==> src/rtl/mtcs_pkg.sv <==
// Constants and carrier types for the transmit setup and result block
package mtcs_pkg;

    // ==========================================================
    // Register map: printed offsets are indices, byte address is four times
    localparam logic [7:0] IDX_RESULT = 8'h04;
    localparam logic [7:0] IDX_SETUP = 8'h0d;
    localparam logic [7:0] IDX_CLASH = 8'h05;
    localparam logic [7:0] ADDR_RESULT = 8'(IDX_RESULT * 4);
    localparam logic [7:0] ADDR_SETUP = 8'(IDX_SETUP * 4);
    localparam logic [7:0] ADDR_CLASH = 8'(IDX_CLASH * 4);

    // ==========================================================
    // Setup fields
    localparam int SET_CRC_INHIBIT = 0;
    localparam int SET_LOOP_LO = 1;
    localparam int SET_LOOP_HI = 2;
    localparam int SET_REMOTE_DIS = 3;
    localparam int SET_OFFSET = 4;
    localparam logic [7:0] SETUP_RST = 8'h00;
    localparam logic [7:0] SETUP_MASK = 8'h1f;
    localparam logic [1:0] LOOP_NORMAL = 2'h0;
    localparam logic [1:0] LOOP_INTERNAL = 2'h1;
    localparam logic [1:0] LOOP_EXT_PIN = 2'h2;

    // ==========================================================
    // Result fields
    localparam int RES_SENT_OK = 0;
    localparam int RES_COLLIDED = 2;
    localparam int RES_GAVE_UP = 3;
    localparam int RES_CARRIER = 4;
    localparam int RES_UNDERRUN = 5;
    localparam int RES_HEARTBEAT = 6;
    localparam int RES_LATE = 7;
    localparam logic [7:0] RESULT_RST = 8'h00;
    localparam int CLASH_TX_EN = 7;

    // ==========================================================
    // Collision handling
    localparam logic [4:0] ABORT_ATTEMPTS = 5'h10;
    localparam logic [4:0] OFFSET_COLLISIONS = 5'h03;
    localparam logic [4:0] OFFSET_ADD = 5'h03;
    localparam logic [4:0] BACKOFF_MAX_EXP = 5'h0a;
    localparam logic [5:0] HASH_DISABLE = 6'h3e;
    localparam logic [5:0] HASH_ENABLE = 6'h3f;
    localparam logic [15:0] LFSR_SEED = 16'hace1;

    // ==========================================================
    // Timing
    localparam int CLK_HZ = 10_000_000;
    localparam int CLK_PERIOD_NS = 1_000_000_000 / CLK_HZ;
    localparam int HB_WINDOW_NS = 6400;
    localparam int SLOT_TIME_NS = 51200;
    localparam int HB_CYCLES = HB_WINDOW_NS / CLK_PERIOD_NS;
    localparam int SLOT_CYCLES = (SLOT_TIME_NS + CLK_PERIOD_NS - 1) / CLK_PERIOD_NS;
    localparam logic [6:0] HB_LAST = 7'(HB_CYCLES - 1);
    localparam logic [9:0] SLOT_COUNT = 10'(SLOT_CYCLES);

    // ==========================================================
    // Types
    typedef enum logic [1:0] {
        PH_IDLE = 2'h0,
        PH_SEND = 2'h1,
        PH_GAP = 2'h3
    } mtcs_phase_e;

    typedef struct packed {
        logic start;
        logic preamble_done;
        logic done;
        logic underrun;
        logic col;
        logic carrier_lost_flag;
        logic transmit_drive_enable;
        logic mcast_hit;
        logic [5:0] mcast_idx;
    } mtcs_line_in_s;

    typedef struct packed {
        logic crc_append;
        logic internal_loop;
        logic external_loop;
        logic loop_pin;
        logic tx_enabled;
        logic abort_frame;
        logic backoff_valid;
        logic [9:0] backoff_slots;
    } mtcs_line_out_s;

endpackage

==> src/rtl/mtcs_top.sv <==
// Transmit setup and result registers with collision, carrier and heartbeat tracking
//
// The Avalon-MM register port was chosen for this implementation.
`timescale 1ns/1ps
module mtcs_top (
    input wire logic clk,
    input wire logic sys_rst,
    input wire logic [7:0] avs_address,
    input wire logic avs_read,
    input wire logic avs_write,
    input wire logic [31:0] avs_writedata,
    input wire logic [3:0] avs_byteenable,
    output logic [31:0] avs_readdata,
    output logic avs_waitrequest,
    input wire mtcs_pkg::mtcs_line_in_s line_in,
    output mtcs_pkg::mtcs_line_out_s line_out
);

    // ==========================================================
    // Bus slave
    logic wait_r;
    logic wait_nxt;
    logic [31:0] rdata_r;
    logic [31:0] rdata_nxt;
    logic [7:0] setup_r;
    logic [7:0] setup_nxt;
    logic [7:0] result_r;
    logic [4:0] clash_cnt_r;
    logic [4:0] clash_cnt_nxt;
    logic tx_en_r;
    logic tx_en_nxt;

    wire req = avs_read | avs_write;
    wire hit_result = avs_address == mtcs_pkg::ADDR_RESULT;
    wire hit_setup = avs_address == mtcs_pkg::ADDR_SETUP;
    wire hit_clash = avs_address == mtcs_pkg::ADDR_CLASH;
    wire setup_wr = avs_write & ~wait_r & hit_setup & avs_byteenable[0];
    wire [31:0] clash_word = {24'h00_0000, tx_en_r, 2'h0, clash_cnt_r};
    // Setup is write-only; reads of it and of holes return zero
    wire [31:0] read_word = hit_result ? {24'h00_0000, result_r} :
                            hit_clash ? clash_word : 32'h0000_0000;

    // One wait state: answer on the edge after the request is first seen
    assign wait_nxt = ~(req & wait_r);
    assign rdata_nxt = (avs_read & wait_r) ? read_word : rdata_r;
    assign setup_nxt = setup_wr ? (avs_writedata[7:0] & mtcs_pkg::SETUP_MASK) : setup_r;

    always_ff @(posedge clk) begin
        if (sys_rst) begin
            wait_r <= 1'b1;
            rdata_r <= 32'h0000_0000;
            setup_r <= mtcs_pkg::SETUP_RST;
        end else begin
            wait_r <= wait_nxt;
            rdata_r <= rdata_nxt;
            setup_r <= setup_nxt;
        end
    end

    assign avs_waitrequest = wait_r;
    assign avs_readdata = rdata_r;

    // ==========================================================
    // Line events
    mtcs_pkg::mtcs_phase_e phase_r;
    mtcs_pkg::mtcs_phase_e phase_nxt;
    logic col_d_r;
    logic watch_r;
    logic hb_seen_r;
    logic [9:0] slot_cnt_r;
    logic [6:0] gap_cnt_r;
    logic [15:0] lfsr_r;
    logic [7:0] set_vec;
    mtcs_pkg::mtcs_line_out_s ctl_r;
    mtcs_pkg::mtcs_line_out_s ctl_nxt;

    wire col_edge = line_in.col & ~col_d_r & line_in.transmit_drive_enable;
    wire late_hit = col_edge & (slot_cnt_r >= mtcs_pkg::SLOT_COUNT);
    wire abort_coll = col_edge & (clash_cnt_r == mtcs_pkg::ABORT_ATTEMPTS - 5'h01);
    wire crs_loss = watch_r & line_in.transmit_drive_enable & ~line_in.carrier_lost_flag;
    wire in_gap = phase_r == mtcs_pkg::PH_GAP;
    wire hb_miss = in_gap & (gap_cnt_r == mtcs_pkg::HB_LAST) & ~hb_seen_r & ~line_in.col;
    wire gave_any = result_r[mtcs_pkg::RES_GAVE_UP] | abort_coll;
    wire under_any = result_r[mtcs_pkg::RES_UNDERRUN] | line_in.underrun;
    wire [1:0] loop_mode = setup_r[mtcs_pkg::SET_LOOP_HI:mtcs_pkg::SET_LOOP_LO];
    wire [4:0] coll_n = clash_cnt_r + 5'h01;
    wire offset_on = setup_r[mtcs_pkg::SET_OFFSET] & (coll_n <= mtcs_pkg::OFFSET_COLLISIONS);
    wire [4:0] std_exp = (coll_n > mtcs_pkg::BACKOFF_MAX_EXP) ? mtcs_pkg::BACKOFF_MAX_EXP : coll_n;
    wire [4:0] backoff_exp = offset_on ? coll_n + mtcs_pkg::OFFSET_ADD : std_exp;
    wire [10:0] backoff_span = 11'h001 << backoff_exp[3:0];
    wire [9:0] backoff_mask = 10'(backoff_span - 11'h001);
    wire hash_off = line_in.mcast_hit & (line_in.mcast_idx == mtcs_pkg::HASH_DISABLE);
    wire hash_on = line_in.mcast_hit & (line_in.mcast_idx == mtcs_pkg::HASH_ENABLE);

    assign set_vec[mtcs_pkg::RES_SENT_OK] = line_in.done & ~gave_any & ~under_any;
    assign set_vec[1] = 1'b0;
    assign set_vec[mtcs_pkg::RES_COLLIDED] = col_edge;
    assign set_vec[mtcs_pkg::RES_GAVE_UP] = abort_coll;
    assign set_vec[mtcs_pkg::RES_CARRIER] = crs_loss;
    assign set_vec[mtcs_pkg::RES_UNDERRUN] = line_in.underrun;
    assign set_vec[mtcs_pkg::RES_HEARTBEAT] = hb_miss;
    assign set_vec[mtcs_pkg::RES_LATE] = late_hit;

    // Start clears, but an event in the same cycle still lands
    genvar gi;
    generate
        for (gi = 0; gi < 8; gi++) begin : g_result
            always_ff @(posedge clk) begin
                if (sys_rst) begin
                    result_r[gi] <= mtcs_pkg::RESULT_RST[gi];
                end else begin
                    result_r[gi] <= (result_r[gi] & ~line_in.start) | set_vec[gi];
                end
            end
        end
    endgenerate

    always_comb begin
        phase_nxt = phase_r;
        unique case (phase_r)
            mtcs_pkg::PH_IDLE: begin
                if (line_in.transmit_drive_enable) begin
                    phase_nxt = mtcs_pkg::PH_SEND;
                end
            end
            mtcs_pkg::PH_SEND: begin
                if (!line_in.transmit_drive_enable) begin
                    phase_nxt = mtcs_pkg::PH_GAP;
                end
            end
            mtcs_pkg::PH_GAP: begin
                if (line_in.transmit_drive_enable) begin
                    phase_nxt = mtcs_pkg::PH_SEND;
                end else if (gap_cnt_r == mtcs_pkg::HB_LAST) begin
                    phase_nxt = mtcs_pkg::PH_IDLE;
                end
            end
        endcase
    end

    // Collision count saturates at sixteen; start clears it, but a collision edge in the same cycle counts on from the old value
    always_comb begin
        clash_cnt_nxt = clash_cnt_r;
        if (line_in.start) begin
            clash_cnt_nxt = 5'h00;
        end
        if (col_edge && clash_cnt_r != mtcs_pkg::ABORT_ATTEMPTS) begin
            clash_cnt_nxt = coll_n;
        end
    end

    always_comb begin
        tx_en_nxt = tx_en_r;
        if (!setup_r[mtcs_pkg::SET_REMOTE_DIS]) begin
            tx_en_nxt = 1'b1;
        end else if (hash_off) begin
            tx_en_nxt = 1'b0;
        end else if (hash_on) begin
            tx_en_nxt = 1'b1;
        end
    end

    // Crc and loop outputs follow setup_nxt so they settle on the write edge itself
    always_comb begin
        ctl_nxt = '0;
        ctl_nxt.crc_append = ~setup_nxt[mtcs_pkg::SET_CRC_INHIBIT];
        ctl_nxt.internal_loop = setup_nxt[2:1] == mtcs_pkg::LOOP_INTERNAL;
        ctl_nxt.external_loop = setup_nxt[mtcs_pkg::SET_LOOP_HI];
        ctl_nxt.loop_pin = setup_nxt[2:1] == mtcs_pkg::LOOP_EXT_PIN;
        ctl_nxt.tx_enabled = tx_en_nxt;
        ctl_nxt.abort_frame = abort_coll | line_in.underrun;
        ctl_nxt.backoff_valid = col_edge & ~abort_coll;
        ctl_nxt.backoff_slots = col_edge ? (lfsr_r[9:0] & backoff_mask) : ctl_r.backoff_slots;
    end

    always_ff @(posedge clk) begin
        if (sys_rst) begin
            phase_r <= mtcs_pkg::PH_IDLE;
            col_d_r <= 1'b0;
            clash_cnt_r <= 5'h00;
            tx_en_r <= 1'b1;
            lfsr_r <= mtcs_pkg::LFSR_SEED;
            ctl_r <= '{crc_append: 1'b1, tx_enabled: 1'b1, default: '0};
        end else begin
            phase_r <= phase_nxt;
            col_d_r <= line_in.col;
            clash_cnt_r <= clash_cnt_nxt;
            tx_en_r <= tx_en_nxt;
            lfsr_r <= {lfsr_r[14:0], lfsr_r[15] ^ lfsr_r[13] ^ lfsr_r[12] ^ lfsr_r[10]};
            ctl_r <= ctl_nxt;
        end
    end

    // Carrier is judged only between end of preamble and enable drop
    always_ff @(posedge clk) begin
        if (sys_rst) begin
            watch_r <= 1'b0;
        end else if (!line_in.transmit_drive_enable) begin
            watch_r <= 1'b0;
        end else if (line_in.preamble_done) begin
            watch_r <= 1'b1;
        end
    end

    // Slot timer runs from enable rise and sticks at the slot length
    always_ff @(posedge clk) begin
        if (sys_rst || phase_r != mtcs_pkg::PH_SEND) begin
            slot_cnt_r <= 10'h000;
        end else if (slot_cnt_r != mtcs_pkg::SLOT_COUNT) begin
            slot_cnt_r <= slot_cnt_r + 10'h001;
        end
    end

    always_ff @(posedge clk) begin
        if (sys_rst || !in_gap) begin
            gap_cnt_r <= 7'h00;
            hb_seen_r <= 1'b0;
        end else begin
            gap_cnt_r <= gap_cnt_r + 7'h01;
            hb_seen_r <= hb_seen_r | line_in.col;
        end
    end

    assign line_out = ctl_r;
endmodule

==> config.mk <==
export PLATFORM = sky130hd
export DESIGN_NAME = mtcs_top
export DESIGN_NICKNAME = d
export VERILOG_FILES = /design/src/rtl/mtcs_pkg.sv /design/src/rtl/mtcs_top.sv
export SDC_FILE = /design/constraint.sdc
export NUM_CORES = 1
export LEC_CHECK = 0
export ABC_AREA = 1
export BUFFER_PORTS_ARGS = -buffer_cell sky130_fd_sc_hd__buf_2
export CELL_PAD_IN_SITES_DETAIL_PLACEMENT = 1
export CELL_PAD_IN_SITES_GLOBAL_PLACEMENT = 1
export CORE_UTILIZATION = 35
export DETAILED_ROUTE_END_ITERATION = 6
export PLACE_DENSITY = 0.81
export SYNTH_ARGS = -nofsm -noshare
export SYNTH_HDL_FRONTEND = slang
export SYNTH_SLANG_ARGS = --single-unit
==> constraint.sdc <==
create_clock -name clk -period 3 [get_ports clk]
set_clock_uncertainty 0.05 [all_clocks]
set_input_delay 0 -clock clk [delete_from_list [all_inputs] [get_ports clk]]
set_output_delay 0 -clock clk [all_outputs]
set_load 0.01 [all_outputs]
Yosys cells after proc, flatten, opt, wreduce, memory -nomap -nowiden:

Cells that the tools add are included.

* memories kept: 0
* ROM bits: 0
* RAM bits: 0
* register bits: 106
* latch bits: 0
* output and inout port bits: 50

* $mul: 0
* order comparisons: 3
* bitwise logic cells: 57
* divide/modulo/power cells: 0
* reductions and logical operators: 10
* add/subtract/negate cells: 5
* shift-type cells: 1
* muxes and demuxes: 14
* equality and inequality tests: 17

Operators with widths (count)
* $and A1 B1 Y1: 28
* $eq A8 B5 Y1 const B: 2
* $mux W8: 2
* $not A1 Y1: 13
* $eq A6 B6 Y1 const B: 2
* $or A1 B1 Y1: 12
* $add A10 B1 Y10 const B: 1
* $and A10 B10 Y10: 1
* $ge A10 B10 Y1 const B: 1
* $mux W5: 2
* $ne A10 B10 Y1 const B: 1
* $shl A1 B4 Y10 const A: 1
* $sub A10 B1 Y10 const B: 1
* $eq A8 B6 Y1 const B: 1
* $mux W2: 4
* $mux W4: 2
* $add A7 B1 Y7 const B: 1
* $eq A7 B6 Y1 const B: 1
* $pmux W2 S3: 1
* $add A5 B1 Y5 const B: 1
* $eq A5 B4 Y1 const B: 1
* $gt A5 B4 Y1 const B: 1
* $le A5 B2 Y1 const B: 1
* $ne A5 B5 Y1 const B: 1
* 16 further kinds: 25

Logic depth before layout (Yosys ltp):

* word-level depth: 9
* mapped depth: 19

Least setup slack after synthesis:

Ideal clock, no wire load.

* path type: register -> register
* start: register clash_cnt_r[0]
* end: register ctl_r (netlist bit line_out[8])
* path slack: 0.425 ns
* stages on the path, launching flop included: 19
* data arrival time: 2.412 ns
* period minus slack after synthesis: 2.575 ns
* path through: dfxtp_1 -> ha_1 -> inv_1 -> nor3_1 -> ha_1 -> nand2_1 -> inv_1 -> nand2_1 -> nor2_4 -> nand2_2 -> a21boi_2 -> nor2_4 -> nand2_1 -> ha_1 -> nand2_2 -> inv_1 -> nand3_1 -> nand3_1 -> nand2_1

* longest elaborated chain between the ends: 7
* elaborated cells on any way between the ends: 10
* classes of those cells: add/sub (3); order compare (2); shift (1); mux (2); bitwise (2)

RTL lines
* from (decl): line mtcs_top.sv:28 `logic [4:0] clash_cnt_r;`
* from (signal assigned): line mtcs_top.sv:187 `clash_cnt_r <= clash_cnt_nxt;`
* $add A5 B1 Y5 *: line mtcs_top.sv:86 `wire [4:0] coll_n = clash_cnt_r + 5'h01;`
* $gt A5 B4 Y1 or $le A5 B2 Y1 (tied branches): line mtcs_top.sv:88, mtcs_top.sv:87
* $mux W4 or $and A1 B1 Y1 (tied branches): line mtcs_top.sv:88, mtcs_top.sv:87
* $mux W4 *: line mtcs_top.sv:89 `wire [4:0] backoff_exp = offset_on ? coll_n + mtcs_pkg::OFFSET_ADD : std_exp;`
* $shl A1 B4 Y10 *: line mtcs_top.sv:90 `wire [10:0] backoff_span = 11'h001 << backoff_exp[3:0];`
* $sub A10 B1 Y10 *: line mtcs_top.sv:91 `wire [9:0] backoff_mask = 10'(backoff_span - 11'h001);`
* $and A10 B10 Y10 *: line mtcs_top.sv:173 `ctl_nxt.backoff_slots = col_edge ? (lfsr_r[9:0] & backoff_mask) : ctl_r.backoff_slots;`
* to (signal assigned): line mtcs_top.sv:190 `ctl_r <= ctl_nxt;`
* to (decl): line mtcs_top.sv:74 `mtcs_pkg::mtcs_line_out_s ctl_r;`

Mark *: on every way between the ends. The rest lies on a longest branch, timed or not.
A chain may end at the register's enable or synchronous reset.

Worst setup path in the final report:

* start: register clash_cnt_r[1]
* end: register ctl_r (netlist bit line_out[8])

Same word-level chain as after synthesis.

==> impl_metrics.tcl <==
set metrics [dict create \
    hp-class "input pin to flip-flop" \
    ctsHtreeMaxLevel 3 \
    finalSetupTns_ns 0 \
    grt_pass1_wl_um 16200 \
    cp_top_family "simple AND/OR/NAND/NOR gates" \
    fin_nets 625 \
    cts.sink_count 81 \
    dieArea_um2 10900 \
    syn_area_um2 3670 \
    dp_slack_ns 0.102 \
    yosysWarnings 0 \
    fmax_ghz 0.361 \
    crit_arrival_ns 2.98 \
    synth_cell_types 40 \
    critPathBufInv 3 \
    start_kind "flip-flop" \
    initial_utilization_pct 35.9 \
    cts-root-buf "clkbuf_8" \
    globalplace.congestion 0.828 \
    status "finished, final reports clean" \
    cpPeakStageDelay_ns 0.41 \
    die_h_um 104 \
    clk_latency_ns 0.36 \
    clk_pin_slew_ns 0.09 \
    drt-total-wl_um 9520 \
    final-seq-area_um2 1620 \
    reg2reg_to "line_out[8]" \
    worstSetupEndpointType "flip-flop" \
    stdcell_count 696 \
    avgRoutedWirePerCell_um 13.7 \
    fin_crit_ns 2.77 \
    hold_path_depth 3 \
    hold_viol 0 \
    total_leakage_power_nw 2.02 \
    maxSlewHeadroom_pct 54.7 \
    crit_path_frequent_cell "nand2_1" \
    ys_seq_area_share_pct 44.2 \
    die_w_um 104 \
    crit_chain "ha_2 -> inv_1 -> nor3_1 -> ha_2 -> nand2_1 -> inv_1 -> nand2_1 -> nor2_4 -> nand3_1 -> a21boi_2 -> nor2_4 -> nand2_1 -> ha_2 -> nand2_2 -> inv_1 -> nand3_1 -> nand3_1 -> nand2_1" \
    avgSynthCellArea_um2 7.73 \
    power_density_nw_per_um2 512 \
    r2r_cells 18 \
    grtUsageTotal_pct 18.8 \
    setup_ws_ns 0.232 \
    mostFrequentLayoutCell "dfxtp_1" \
    vias 3300 \
    io_pins 112 \
    drive_gt1_share_pct 19.5 \
    r2r-start "clash_cnt_r[1]" \
    drc 0 \
    grt_max_degree 41 \
    port_buffers 57 \
    drt-initial-drc-count 50 \
    tritoncts "done" \
    cap_violations 0 \
    fin_crit_sh_pct 92.3 \
    synth-seq-cells 81 \
    post-cts-setup-buffers 0 \
    detail_route.vias_per_cell 4.74 \
    finish.utilization_pct 43.3 \
    numCtsBuffers 9 \
    antenna_found_initial 1 \
    ir_worst_vdd_mv 0.231 \
    cp_data_required_time_ns 3.21 \
    synthCells 475 \
    clockBufferDepth 2 \
    timing.final.max_slew_violations 0 \
    dp_cells 662 \
    worst_slew_pin_slew_ns 0.674 \
    hpwl_um 6670 \
    min-delay-start "sys_rst" \
    multi_input_comb_area_um2 1630 \
    setup_viol 0 \
    core-area_um2 10200 \
    area_growth_syn_to_layout_pct 20.6 \
    grt_pass1_vias 3470 \
    cp_max_fo 7 \
    fillers 1271 \
    grt.overflow.total 0 \
    cp_slowest_cell "dfxtp_2" \
    rows 37 \
    min_to "lfsr_r[5]" \
    postRouteAntennaNets 0 \
    dr.pass1.iters 4 \
    layout_common_cells "80 x dfxtp_1, 76 x nand2_1, 72 x inv_1" \
    critPathKind "flip-flop to flip-flop" \
    rrSetupSlack_ns 0.23 \
    rsz0062_at_grt "no" \
]
## logic make-up after synthesis
group	after synthesis	share of synthesized area, %
AOI/OAI and AO/OA	70	11.4
xor gates and xnor gates	4	0.954
other	1	0.102
muxes	1	0.273
and+or+nand+nor	200	26.1
DFF	81	44.2
buffers and inverters	109	13.9
adders and majority gates	9	3.07
## worst min-delay path: stages
cell     delay [ns]
buf_2          0.09
inv_1          0.21
nand2_1        0.14
## metrics by stage
stage / power, W / cell area [um^2] / hold WS [ns]
floorplan: 0.00130 / 3760 / 0.0268
global placement: 0.00134 / 4020 / 0.169
detailed placement: 0.00135 / 4020 / 0.178
CTS: 0.00229 / 4420 / 0.0503
global route: 0.00237 / 4430 / 0.0660
finish: 0.00227 / 4430 / 0.0715
## synthesized netlist by cell type (all sizes together)
| cell type | number | share of area [%] |
|---|---|---|
| nor3b | 5 | 1.2 |
| clkbuf | 7 | 0.72 |
| nand2 | 85 | 9.8 |
| ha | 9 | 3.1 |
| nand3b | 2 | 0.41 |
| a32o | 1 | 0.27 |
| o221ai | 3 | 0.72 |
| o21bai | 2 | 0.41 |
| o211ai | 7 | 1.4 |
| a21oi | 27 | 3.7 |
| nor3 | 14 | 1.9 |
| or2 | 7 | 1.2 |
| inv | 75 | 7.7 |
| buf | 27 | 5.5 |
| nor2 | 45 | 5.1 |
| o21ai | 21 | 3.0 |
| nor4 | 1 | 0.17 |
| dfxtp | 81 | 44 |
| o31ai | 2 | 0.41 |
| nand3 | 32 | 4.8 |
| o21a | 1 | 0.20 |
| a21boi | 1 | 0.31 |
| mux2i | 1 | 0.27 |
| nand4 | 9 | 1.5 |
| xor2 | 3 | 0.72 |
| o32ai | 1 | 0.24 |
| a31oi | 2 | 0.34 |
| a211oi | 1 | 0.20 |
| xnor2 | 1 | 0.24 |
| o2111ai | 1 | 0.24 |
| conb | 1 | 0.10 |
## metal layers
metal	part of all wire [%]	up-vias	global-route usage [%]
li1	-	1644	-
met1	43	1565	21.4
met2	51	70	33.3
met3	3.4	21	4.64
met4	2.4	0	7.86
met5	0	-	0
## worst max path at each step
stage | start | end | slack [ns] | cells past startpoint
after floorplan | clash_cnt_r[0] | line_out[8] | 0.42 | 18
after global placement | clash_cnt_r[1] | line_out[8] | 0.22 | 18
after detailed placement | clash_cnt_r[1] | line_out[8] | 0.10 | 18
after CTS | clash_cnt_r[1] | line_out[8] | 0.08 | 19
after global routing | clash_cnt_r[1] | line_out[8] | 0.03 | 18
final | clash_cnt_r[1] | line_out[8] | 0.23 | 18
## sequential cells by signal, summed over array words and instances (netlist names)
name,count
avs_readdata,8
gap_cnt_r,7
phase_r,2
avs_waitrequest,1
setup_r,5
watch_r,1
result_r,8
slot_cnt_r,10
line_out,16
hb_seen_r,1
clash_cnt_r,5
col_d_r,1
lfsr_r,16
## cell type report
type                            instances  share of cell area, %
Multi-Input combinational cell        308                   36.9
Sequential cell                        81                   36.6
Timing Repair Buffer                   79                   11.1
Inverter                               75                   6.35
Tap cell                              136                   3.84
Clock buffer                           10                   3.11
Clock inverter                          6                   2.01
Antenna cell                            1                 0.0565
## timing repair
item                                   CTS  global route
endpoints found under the hold margin   25             0
setup endpoints to repair                0             5
hold buffers                            17             0
resized for setup                        0             4
## where the power goes
part	internal (W)	switching, W	leakage [nW]
logic	0.0000867	0.000133	1.25
registers	0.00111	0.0000178	0.662
clock network	0.000493	0.000429	0.109
Note: power is estimated with default switching activity, not from simulation.
